===== src/core/bsr_pkg.sv =====
package bsr_pkg;
   localparam int unsigned BSR_ADDR_W = 8;
   localparam int unsigned BSR_DATA_W = 8;
   localparam int unsigned BSR_CODE_W = 6;
   localparam int unsigned BSR_NUM_OUT = 2;

   // register offsets, output a
   localparam logic [7:0] BSR_OFS_OUTA_NORMAL = 8'h3c;
   localparam logic [7:0] BSR_OFS_OUTA_STANDBY = 8'h3d;
   localparam logic [7:0] BSR_OFS_OUTA_SLEEP = 8'h3e;
   localparam logic [7:0] BSR_OFS_OUTA_MODE = 8'h3f;
   localparam logic [7:0] BSR_OFS_OUTA_CONFIG = 8'h40;
   // register offsets, output b
   localparam logic [7:0] BSR_OFS_OUTB_NORMAL = 8'h43;
   localparam logic [7:0] BSR_OFS_OUTB_STANDBY = 8'h44;
   localparam logic [7:0] BSR_OFS_OUTB_SLEEP = 8'h45;
   localparam logic [7:0] BSR_OFS_OUTB_MODE = 8'h46;
   localparam logic [7:0] BSR_OFS_OUTB_CONFIG = 8'h47;
   // distance from output a block to output b block
   localparam logic [7:0] BSR_OFS_B_STRIDE = 8'h07;

   // field positions
   localparam int unsigned BSR_CODE_LSB = 0;
   localparam int unsigned BSR_RANGE_BIT = 6;
   localparam logic [7:0] BSR_SETPOINT_WMASK = 8'h3f;
   localparam logic [7:0] BSR_MODE_WMASK = 8'h2f;
   localparam logic [7:0] BSR_CONFIG_WMASK = 8'hff;

   // reset values
   localparam logic [7:0] BSR_RST_SETPOINT = 8'h00;
   localparam logic [7:0] BSR_RST_MODE = 8'h00;
   localparam logic [7:0] BSR_RST_CONFIG = 8'h00;
   localparam logic BSR_RST_RANGE = 1'b0;

   // voltage ladder in millivolts
   localparam logic [11:0] BSR_LOW_BASE_MV = 12'h190;
   localparam logic [11:0] BSR_LOW_STEP_MV = 12'h019;
   localparam logic [11:0] BSR_HIGH_BASE_MV = 12'h320;
   localparam logic [11:0] BSR_HIGH_STEP_MV = 12'h032;
   // highest usable high-range code; codes above are still applied but clear code_ok
   localparam logic [5:0] BSR_HIGH_MAX_CODE = 6'h32;

   typedef enum logic [2:0] {
      BSR_SEL_NORMAL = 3'b001,
      BSR_SEL_STANDBY = 3'b010,
      BSR_SEL_SLEEP = 3'b100
   } bsr_opmode_t;
endpackage : bsr_pkg


===== src/core/bsr_code_map.sv =====
`timescale 1ns/1ps
`default_nettype none
// converts a range bit and 6-bit code into millivolts and a validity flag
module bsr_code_map
   import bsr_pkg::*;
(
   // code in
   input wire logic range_hi,
   input wire logic [bsr_pkg::BSR_CODE_W-1:0] code,
   // result
   output logic [11:0] level_mv,
   output logic code_ok
);
   logic [11:0] code_ext;

   assign code_ext = {6'h00, code};

   always_comb begin
      if (range_hi) begin
         level_mv = 12'(BSR_HIGH_BASE_MV + 12'(code_ext * BSR_HIGH_STEP_MV));
         code_ok = (code <= BSR_HIGH_MAX_CODE);
      end else begin
         level_mv = 12'(BSR_LOW_BASE_MV + 12'(code_ext * BSR_LOW_STEP_MV));
         code_ok = 1'b1;
      end
   end
endmodule : bsr_code_map
`default_nettype wire


===== src/core/bsr_out_select.sv =====
`timescale 1ns/1ps
`default_nettype none
// picks the set point that applies in the current operating mode
module bsr_out_select
   import bsr_pkg::*;
(
   // mode
   input wire bsr_pkg::bsr_opmode_t opmode,
   // stored codes
   input wire logic [bsr_pkg::BSR_CODE_W-1:0] normal_code,
   input wire logic [bsr_pkg::BSR_CODE_W-1:0] standby_code,
   input wire logic [bsr_pkg::BSR_CODE_W-1:0] sleep_code,
   // chosen code
   output logic [bsr_pkg::BSR_CODE_W-1:0] active_code
);
   always_comb begin
      case (opmode)
         BSR_SEL_STANDBY: active_code = standby_code;
         BSR_SEL_SLEEP: active_code = sleep_code;
         BSR_SEL_NORMAL: active_code = normal_code;
         default: active_code = normal_code;
      endcase
   end
endmodule : bsr_out_select
`default_nettype wire


===== src/core/bsr_regs.sv =====
`timescale 1ns/1ps
`default_nettype none
// Functional notes
// - normal set point a: writable code bits 5:0
// - standby code applies only in standby
// - normal range bit read-only, from configuration
// - standby range bit copies normal range bit
// - sleep set point a at 0x3E
// - mode selector a at 0x3F
// - configuration a at 0x40
// - output b registers at 0x43..0x47
// - range 0: 25 mV/0.4 V, range 1: 50 mV/0.8 V
module bsr_regs
   import bsr_pkg::*;
(
   // clock and reset
   input wire logic clk_sys,
   input wire logic nrst,
   // register port
   input wire logic [bsr_pkg::BSR_ADDR_W-1:0] reg_addr,
   input wire logic [bsr_pkg::BSR_DATA_W-1:0] reg_wdata,
   input wire logic reg_wr,
   input wire logic reg_rd,
   output logic [bsr_pkg::BSR_DATA_W-1:0] reg_rdata,
   // configuration load of range bits
   input wire logic cfg_load,
   input wire logic [bsr_pkg::BSR_NUM_OUT-1:0] cfg_range,
   // device operating mode
   input wire bsr_pkg::bsr_opmode_t opmode,
   // to regulator, output a
   output logic [bsr_pkg::BSR_CODE_W-1:0] output_a_level,
   output logic output_a_range,
   output logic [11:0] output_a_mv,
   output logic output_a_code_ok,
   output logic [7:0] outa_mode_q,
   output logic [7:0] outa_config_q,
   // to regulator, output b
   output logic [bsr_pkg::BSR_CODE_W-1:0] output_b_level,
   output logic output_b_range,
   output logic [11:0] output_b_mv,
   output logic output_b_code_ok,
   output logic [7:0] outb_mode_q,
   output logic [7:0] outb_config_q
);
   localparam int unsigned NOUT = BSR_NUM_OUT;

   // the address decode and read mux are written for exactly two outputs
   generate
      if (NOUT != 2) begin : g_bad_nout
         $error("bsr_regs serves exactly two outputs");
      end
   endgenerate

   // per-output storage, index 0 = output a, 1 = output b
   logic [BSR_CODE_W-1:0] normal_ff [NOUT];
   logic [BSR_CODE_W-1:0] standby_ff [NOUT];
   logic [BSR_CODE_W-1:0] sleep_ff [NOUT];
   logic [7:0] mode_ff [NOUT];
   logic [7:0] config_ff [NOUT];
   logic [NOUT-1:0] range_ff;
   logic [BSR_DATA_W-1:0] rdata_ff;
   logic [BSR_CODE_W-1:0] active_code [NOUT];
   logic [11:0] mv_w [NOUT];
   logic [NOUT-1:0] ok_w;
   logic [BSR_CODE_W-1:0] level_ff [NOUT];
   logic [11:0] mv_ff [NOUT];
   logic [NOUT-1:0] ok_ff;
   logic [NOUT-1:0] range_out_ff;
   logic [BSR_DATA_W-1:0] nxt_rdata;

   // returns the register slot 0..4 of an address within a block, 7 when unmapped
   function automatic logic [2:0] slot_of(input logic [7:0] addr, input logic [7:0] base);
      logic [7:0] d;
      d = 8'(addr - base);
      if (addr >= base && d <= 8'h04) begin
         slot_of = d[2:0];
      end else begin
         slot_of = 3'h7;
      end
   endfunction : slot_of

   function automatic logic [7:0] block_base(input int unsigned idx);
      block_base = (idx == 0) ? BSR_OFS_OUTA_NORMAL : 8'(BSR_OFS_OUTA_NORMAL + BSR_OFS_B_STRIDE);
   endfunction : block_base

   // range bits: loaded only from configuration, never from the register port
   always_ff @(posedge clk_sys or negedge nrst) begin
      if (!nrst) begin
         range_ff <= {NOUT{BSR_RST_RANGE}};
      end else if (cfg_load) begin
         range_ff <= cfg_range;
      end
   end

   genvar gi;
   generate
      for (gi = 0; gi < NOUT; gi++) begin : g_out
         logic [2:0] slot;
         logic hit_wr;

         assign slot = slot_of(reg_addr, block_base(gi));
         assign hit_wr = reg_wr && (slot != 3'h7);

         always_ff @(posedge clk_sys or negedge nrst) begin
            if (!nrst) begin
               normal_ff[gi] <= BSR_RST_SETPOINT[BSR_CODE_W-1:0];
               standby_ff[gi] <= BSR_RST_SETPOINT[BSR_CODE_W-1:0];
               sleep_ff[gi] <= BSR_RST_SETPOINT[BSR_CODE_W-1:0];
            end else if (hit_wr) begin
               case (slot)
                  3'h0: normal_ff[gi] <= reg_wdata[BSR_CODE_W-1:0];
                  3'h1: standby_ff[gi] <= reg_wdata[BSR_CODE_W-1:0];
                  3'h2: sleep_ff[gi] <= reg_wdata[BSR_CODE_W-1:0];
                  default: ;
               endcase
            end
         end

         always_ff @(posedge clk_sys or negedge nrst) begin
            if (!nrst) begin
               mode_ff[gi] <= BSR_RST_MODE;
               config_ff[gi] <= BSR_RST_CONFIG;
            end else if (hit_wr) begin
               case (slot)
                  3'h3: mode_ff[gi] <= reg_wdata & BSR_MODE_WMASK;
                  3'h4: config_ff[gi] <= reg_wdata & BSR_CONFIG_WMASK;
                  default: ;
               endcase
            end
         end

         bsr_out_select u_sel (
            .opmode(opmode),
            .normal_code(normal_ff[gi]),
            .standby_code(standby_ff[gi]),
            .sleep_code(sleep_ff[gi]),
            .active_code(active_code[gi])
         );

         bsr_code_map u_map (
            .range_hi(range_ff[gi]),
            .code(active_code[gi]),
            .level_mv(mv_w[gi]),
            .code_ok(ok_w[gi])
         );

         // registered drive toward the analog side
         always_ff @(posedge clk_sys or negedge nrst) begin
            if (!nrst) begin
               level_ff[gi] <= BSR_RST_SETPOINT[BSR_CODE_W-1:0];
               mv_ff[gi] <= BSR_LOW_BASE_MV;
               ok_ff[gi] <= 1'b1;
               range_out_ff[gi] <= BSR_RST_RANGE;
            end else begin
               level_ff[gi] <= active_code[gi];
               mv_ff[gi] <= mv_w[gi];
               ok_ff[gi] <= ok_w[gi];
               range_out_ff[gi] <= range_ff[gi];
            end
         end
      end
   endgenerate

   // setpoint read image: bit 7 zero, bit 6 the shared range
   function automatic logic [7:0] sp_image(input logic rng, input logic [BSR_CODE_W-1:0] c);
      sp_image = {1'b0, rng, c};
   endfunction : sp_image

   always_comb begin
      logic [2:0] sa;
      logic [2:0] sb;
      sa = slot_of(reg_addr, block_base(0));
      sb = slot_of(reg_addr, block_base(1));
      nxt_rdata = 8'h00;
      // standby and sleep show the same range bit as normal mode
      case (sa)
         3'h0: nxt_rdata = sp_image(range_ff[0], normal_ff[0]);
         3'h1: nxt_rdata = sp_image(range_ff[0], standby_ff[0]);
         3'h2: nxt_rdata = sp_image(range_ff[0], sleep_ff[0]);
         3'h3: nxt_rdata = mode_ff[0];
         3'h4: nxt_rdata = config_ff[0];
         default: ;
      endcase
      case (sb)
         3'h0: nxt_rdata = sp_image(range_ff[1], normal_ff[1]);
         3'h1: nxt_rdata = sp_image(range_ff[1], standby_ff[1]);
         3'h2: nxt_rdata = sp_image(range_ff[1], sleep_ff[1]);
         3'h3: nxt_rdata = mode_ff[1];
         3'h4: nxt_rdata = config_ff[1];
         default: ;
      endcase
   end

   // read data stand only in the cycle after the strobe
   always_ff @(posedge clk_sys or negedge nrst) begin
      if (!nrst) begin
         rdata_ff <= 8'h00;
      end else if (reg_rd) begin
         rdata_ff <= nxt_rdata;
      end else begin
         rdata_ff <= 8'h00;
      end
   end

   assign reg_rdata = rdata_ff;
   assign output_a_level = level_ff[0];
   assign output_a_range = range_out_ff[0];
   assign output_a_mv = mv_ff[0];
   assign output_a_code_ok = ok_ff[0];
   assign outa_mode_q = mode_ff[0];
   assign outa_config_q = config_ff[0];
   assign output_b_level = level_ff[1];
   assign output_b_range = range_out_ff[1];
   assign output_b_mv = mv_ff[1];
   assign output_b_code_ok = ok_ff[1];
   assign outb_mode_q = mode_ff[1];
   assign outb_config_q = config_ff[1];
endmodule : bsr_regs
`default_nettype wire


===== config.mk =====
export PLATFORM = sky130hd
export DESIGN_NAME = bsr_regs
export DESIGN_NICKNAME = d
export VERILOG_FILES = /design/src/core/bsr_pkg.sv /design/src/core/bsr_code_map.sv /design/src/core/bsr_out_select.sv /design/src/core/bsr_regs.sv
export SDC_FILE = /design/constraint.sdc
export NUM_CORES = 1
export LEC_CHECK = 0
export BUFFER_PORTS_ARGS = -buffer_cell sky130_fd_sc_hd__buf_2
export CORE_MARGIN = 8
export CORE_UTILIZATION = 40
export CTS_CLUSTER_DIAMETER = 60
export DETAILED_ROUTE_END_ITERATION = 6
export HOLD_SLACK_MARGIN = 0.15
export PLACE_DENSITY = 0.66
export SLEW_MARGIN = 25
export SYNTH_ARGS = -nofsm -noshare
export SYNTH_HDL_FRONTEND = slang
export SYNTH_SLANG_ARGS = --single-unit

===== constraint.sdc =====
create_clock -name clk_sys -period 5.8 [get_ports clk_sys]
set_input_delay 0 -clock clk_sys [delete_from_list [all_inputs] [get_ports clk_sys]]
set_output_delay 0 -clock clk_sys [all_outputs]
set_load 0.005 [all_outputs]

==> metrics.md <==
| Metric | Value |
|---|---|
| Post-DR wirelength/cell | 18.3 µm |
| P_sw | between 0.6 and 0.7 mW |
| Post-synth cell types | 61 |
| Async SR Flop Fraction | 1.00 |
| Crit Path Class | flip-flop to flip-flop |
| Clock Tree Root | clkbuf_16 |
| Largest cells by area after synthesis | dfrtp_1, mux2_2, ha_1, dfstp_2, o22ai_1 |
| Slew margin rel. | 0.363 |
| Final period utilization | 0.773 |
| Run status | completed |
| Area Overhead vs Synth | 17.6% |
| Power share of the clock group | 0.317 |
| Hold Path Class | input port to asynchronous set/reset pin |
| Max Slew Vio Count | 0 |
| First-pass GRT wire length | 27.4 mm |
| Share of the synthesized area in the top cell type | 0.398 |
| #FFs+latches synth | 112 |
| Vias/cell | between 5 and 6 |
| Clk_lat worst skew | 360 ps |
| Buf/Inv on CP | 0 |
| Num ports | 106 |
| Critical path arrival | ~4800 ps |
| Routed Antenna Nets | 0 |
| Peak fanout along the critical path | 6 |
| Slowest-stage cell, CP | o311ai_0 |
| Cell family with most CP delay | compound AO/OA/AOI/OAI gates |
| CTS sink count | around 110 |
| Gr usage total | 0.169 |
| CTS buffer count | 9 |
| Drt first pass iters | 5 |
| Port Buffers | between 90 and 100 |
| Final setup TNS | 0 ps |
| Skew final | 7.35 ps |
| # setup viols final | 0 |
| RSZ-0062 raised after global routing | false |
| Sequential fraction of the synthesis area | 0.430 |
| Maximum vdd ir drop | 0.000204 V |
| GPL Wtd Cong | approximately 0.9 |
| R2r setup slk | 1320 ps |
| Min Tclk post-route | 4480 ps |
| Switching Fraction | 0.301 |
| Top cell type by total area after synthesis | dfrtp_1 |
| Leakage | 3.92 nW |
| Clock transition at path regs | around 80 ps |
| Syn Inst Count | 600 |
| Register area | around 2800 µm² |
| CTS Buffer Depth | 2 |
| Overflow after GRT | 0 |
| Initial Util | 0.410 |
| Synth Area per Inst | 10.9 µm² |
| Die ar. | around 21000 µm² |
| Area after DPL | approximately 7200 µm² |
| Slowest stage delay, CP | between 700 and 800 ps |
| Die height | 144 µm |
| Synth Cell Area | about 6500 µm² |
| Logic pwr share | 0.239 |
| Area of the core | 15900 µm² |
| Worst Tran Pin Value | 956 ps |
| Critical Path, Cell by Cell | o22a_1 -> o22ai_1 -> a21oi_1 -> ha_1 -> ha_1 -> ha_1 -> fa_1 -> a211o_1 -> and3_1 -> o311ai_0 -> nor4_1 -> or3_1 -> a21oi_1 |
| Largest net degree at the start of global routing | 45 |
| Vias in the first global route | 5125 |
| # fillers | 1485 |
| Post-placement setup slack | 1230 ps |
| FP Rows | 46 |
| Max Freq | 223 MHz |
| Share of layout cells above drive strength 1 | 0.307 |
| Pwr Density | 270 nW/µm² |
| Nature of the critical path endpoint | flip-flop |
| Residual DRC count | 0 |
| Final WL | 16.9 mm |
| Post-synth EDFFs | 0 |
| CP required | 6090 ps |
| Via count | 5015 |
| Htree depth | 3 |
| Die Wd | 144 µm |
| CP startpoint kind | flip-flop |
| Most frequent cells in the layout | dfrtp_1, buf_2, mux2_2 |
| Area of the multi-input gates | 3470 µm² |
| Internal power | 1.45 mW |
| Starting DRT DRC Count | 299 |
| Postcts setup bufs | 0 |
| Final Cell Area | 7680 µm² |
| Final Hold Fails | 0 |
| Commonest non-fill, non-tap cell in the layout | dfrtp_1 |
| Primary FF master, synth | dfrtp_1 |
| Initial antenna violation count | 1 |
| Most used cell, CP | ha_1 |
| Max Cap Viol | 0 |
| Ant diodes | 0 |
| Syn. warnings | 0 |
| WHS | 153 ps |
| DP HPWL | 12.4 mm |
| CTS tree | yes |
| Final worst slack | 1320 ps |
| Reg power frac | 0.443 |
| Fin nets | 780 |
logic make-up after synthesis:
logic type | after synthesis | share of synthesized area
AO/OA/AOI/OAI | 128 | 0.131
other | 1 | 0.000574
flip-flops | 112 | 0.430
adder cells (fa/ha/maj) | 55 | 0.108
XOR/XNOR | 17 | 0.0228
multiplexers | 87 | 0.152
AND/OR/NAND/NOR | 136 | 0.113
buffers and inverters | 64 | 0.0414
flip-flops by register name, summed over array words and instances (netlist names):
name and count:
range_ff 2, outa_mode_q 5, outb_mode_q 5, standby_ff 12, normal_ff 12, output_a_level 6, output_a_mv 12, output_b_code_ok 1
outb_config_q 8, output_b_level 6, sleep_ff 12, output_b_mv 12, output_a_code_ok 1, output_b_range 1, reg_rdata 8, output_a_range 1
outa_config_q 8
per-layer routing:
layer	track usage	share of wire	vias to the layer above
met3	0.0551	0.080	19
li1	-	-	2383
met5	0	0.00071	-
met1	0.216	0.45	2441
met2	0.267	0.45	170
met4	0.0476	0.015	2
final cells by class:
type,instances,share of cell area
Tap cell,216,0.0352
Timing Repair Buffer,119,0.0928
Inverter,28,0.0137
Sequential cell,112,0.366
Multi-Input combinational cell,429,0.452
Clock buffer,10,0.0311
Clock inverter,6,0.00945
per-stage QoR:
step / util / cells / power [mW]
2_1_floorplan: - / 605 / 1.24
3_3_place_gp: 0.450 / 886 / 1.40
3_5_place_dp: 0.451 / 887 / 1.42
4_1_cts: 0.482 / 920 / 2.10
5_1_grt: 0.482 / 920 / 2.19
6_report: 0.482 / 920 / 2.07
power groups by stage:
stage | Combinational [mW] | Sequential [mW] | Clock (mW)
2_1_floorplan | 0.315 | 0.924 | 0
3_3_place_gp | 0.473 | 0.931 | 0
3_5_place_dp | 0.485 | 0.931 | 0
4_1_cts | 0.503 | 0.919 | 0.677
5_1_grt | 0.563 | 0.928 | 0.701
6_report | 0.496 | 0.919 | 0.657
cells in the mapped netlist (4+ instances only):
| cell | number |
|---|---|
| dfrtp_1 | 104 |
| nand2b_1 | 5 |
| or2_2 | 4 |
| o221a_2 | 6 |
| mux2i_1 | 14 |
| a21o_1 | 5 |
| nand3_1 | 8 |
| a31oi_1 | 8 |
| buf_1 | 12 |
| clkbuf_1 | 17 |
| dfstp_2 | 8 |
| nor3_1 | 10 |
| a21oi_1 | 27 |
| ha_1 | 53 |
| xor2_1 | 7 |
| xnor2_1 | 10 |
| o22ai_1 | 24 |
| o21ai_0 | 23 |
| nor2b_1 | 11 |
| mux2_2 | 70 |
| buf_4 | 6 |
| o22a_1 | 6 |
| nand4_1 | 5 |
| and3_1 | 5 |
| nor3b_1 | 5 |
| nor2_1 | 28 |
| o21a_1 | 4 |
| inv_1 | 28 |
| nand2_1 | 36 |
worst register-to-register path: stages, from the launching register on:
cell and delay [ps]:
dfrtp_1 420, o22a_1 150, o22ai_1 70, a21oi_1 440, ha_1 330, ha_1 300, ha_1 320, fa_1 460
a211o_1 340, and3_1 200, o311ai_0 770, nor4_1 90, or3_1 390, a21oi_1 110
what timing repair did:
item | in CTS | in global routing
endpoints found under the hold margin | 141 | 0
resized for setup | 0 | 0
hold buffers | 17 | 0
final timing paths:
kind,cells past startpoint,end,from
max,13,output_b_mv[10],normal_ff[2]
min,3,outb_config_q[7],nrst
max reg2reg,13,output_b_mv[10],normal_ff[2]
min reg2reg,1,outb_mode_q[5],outb_mode_q[5]
max in group asynchronous,4,output_b_mv[8],nrst
min in group clk_sys,3,output_b_level[5],opmode[1]
Power figures use the tool's default switching activity.
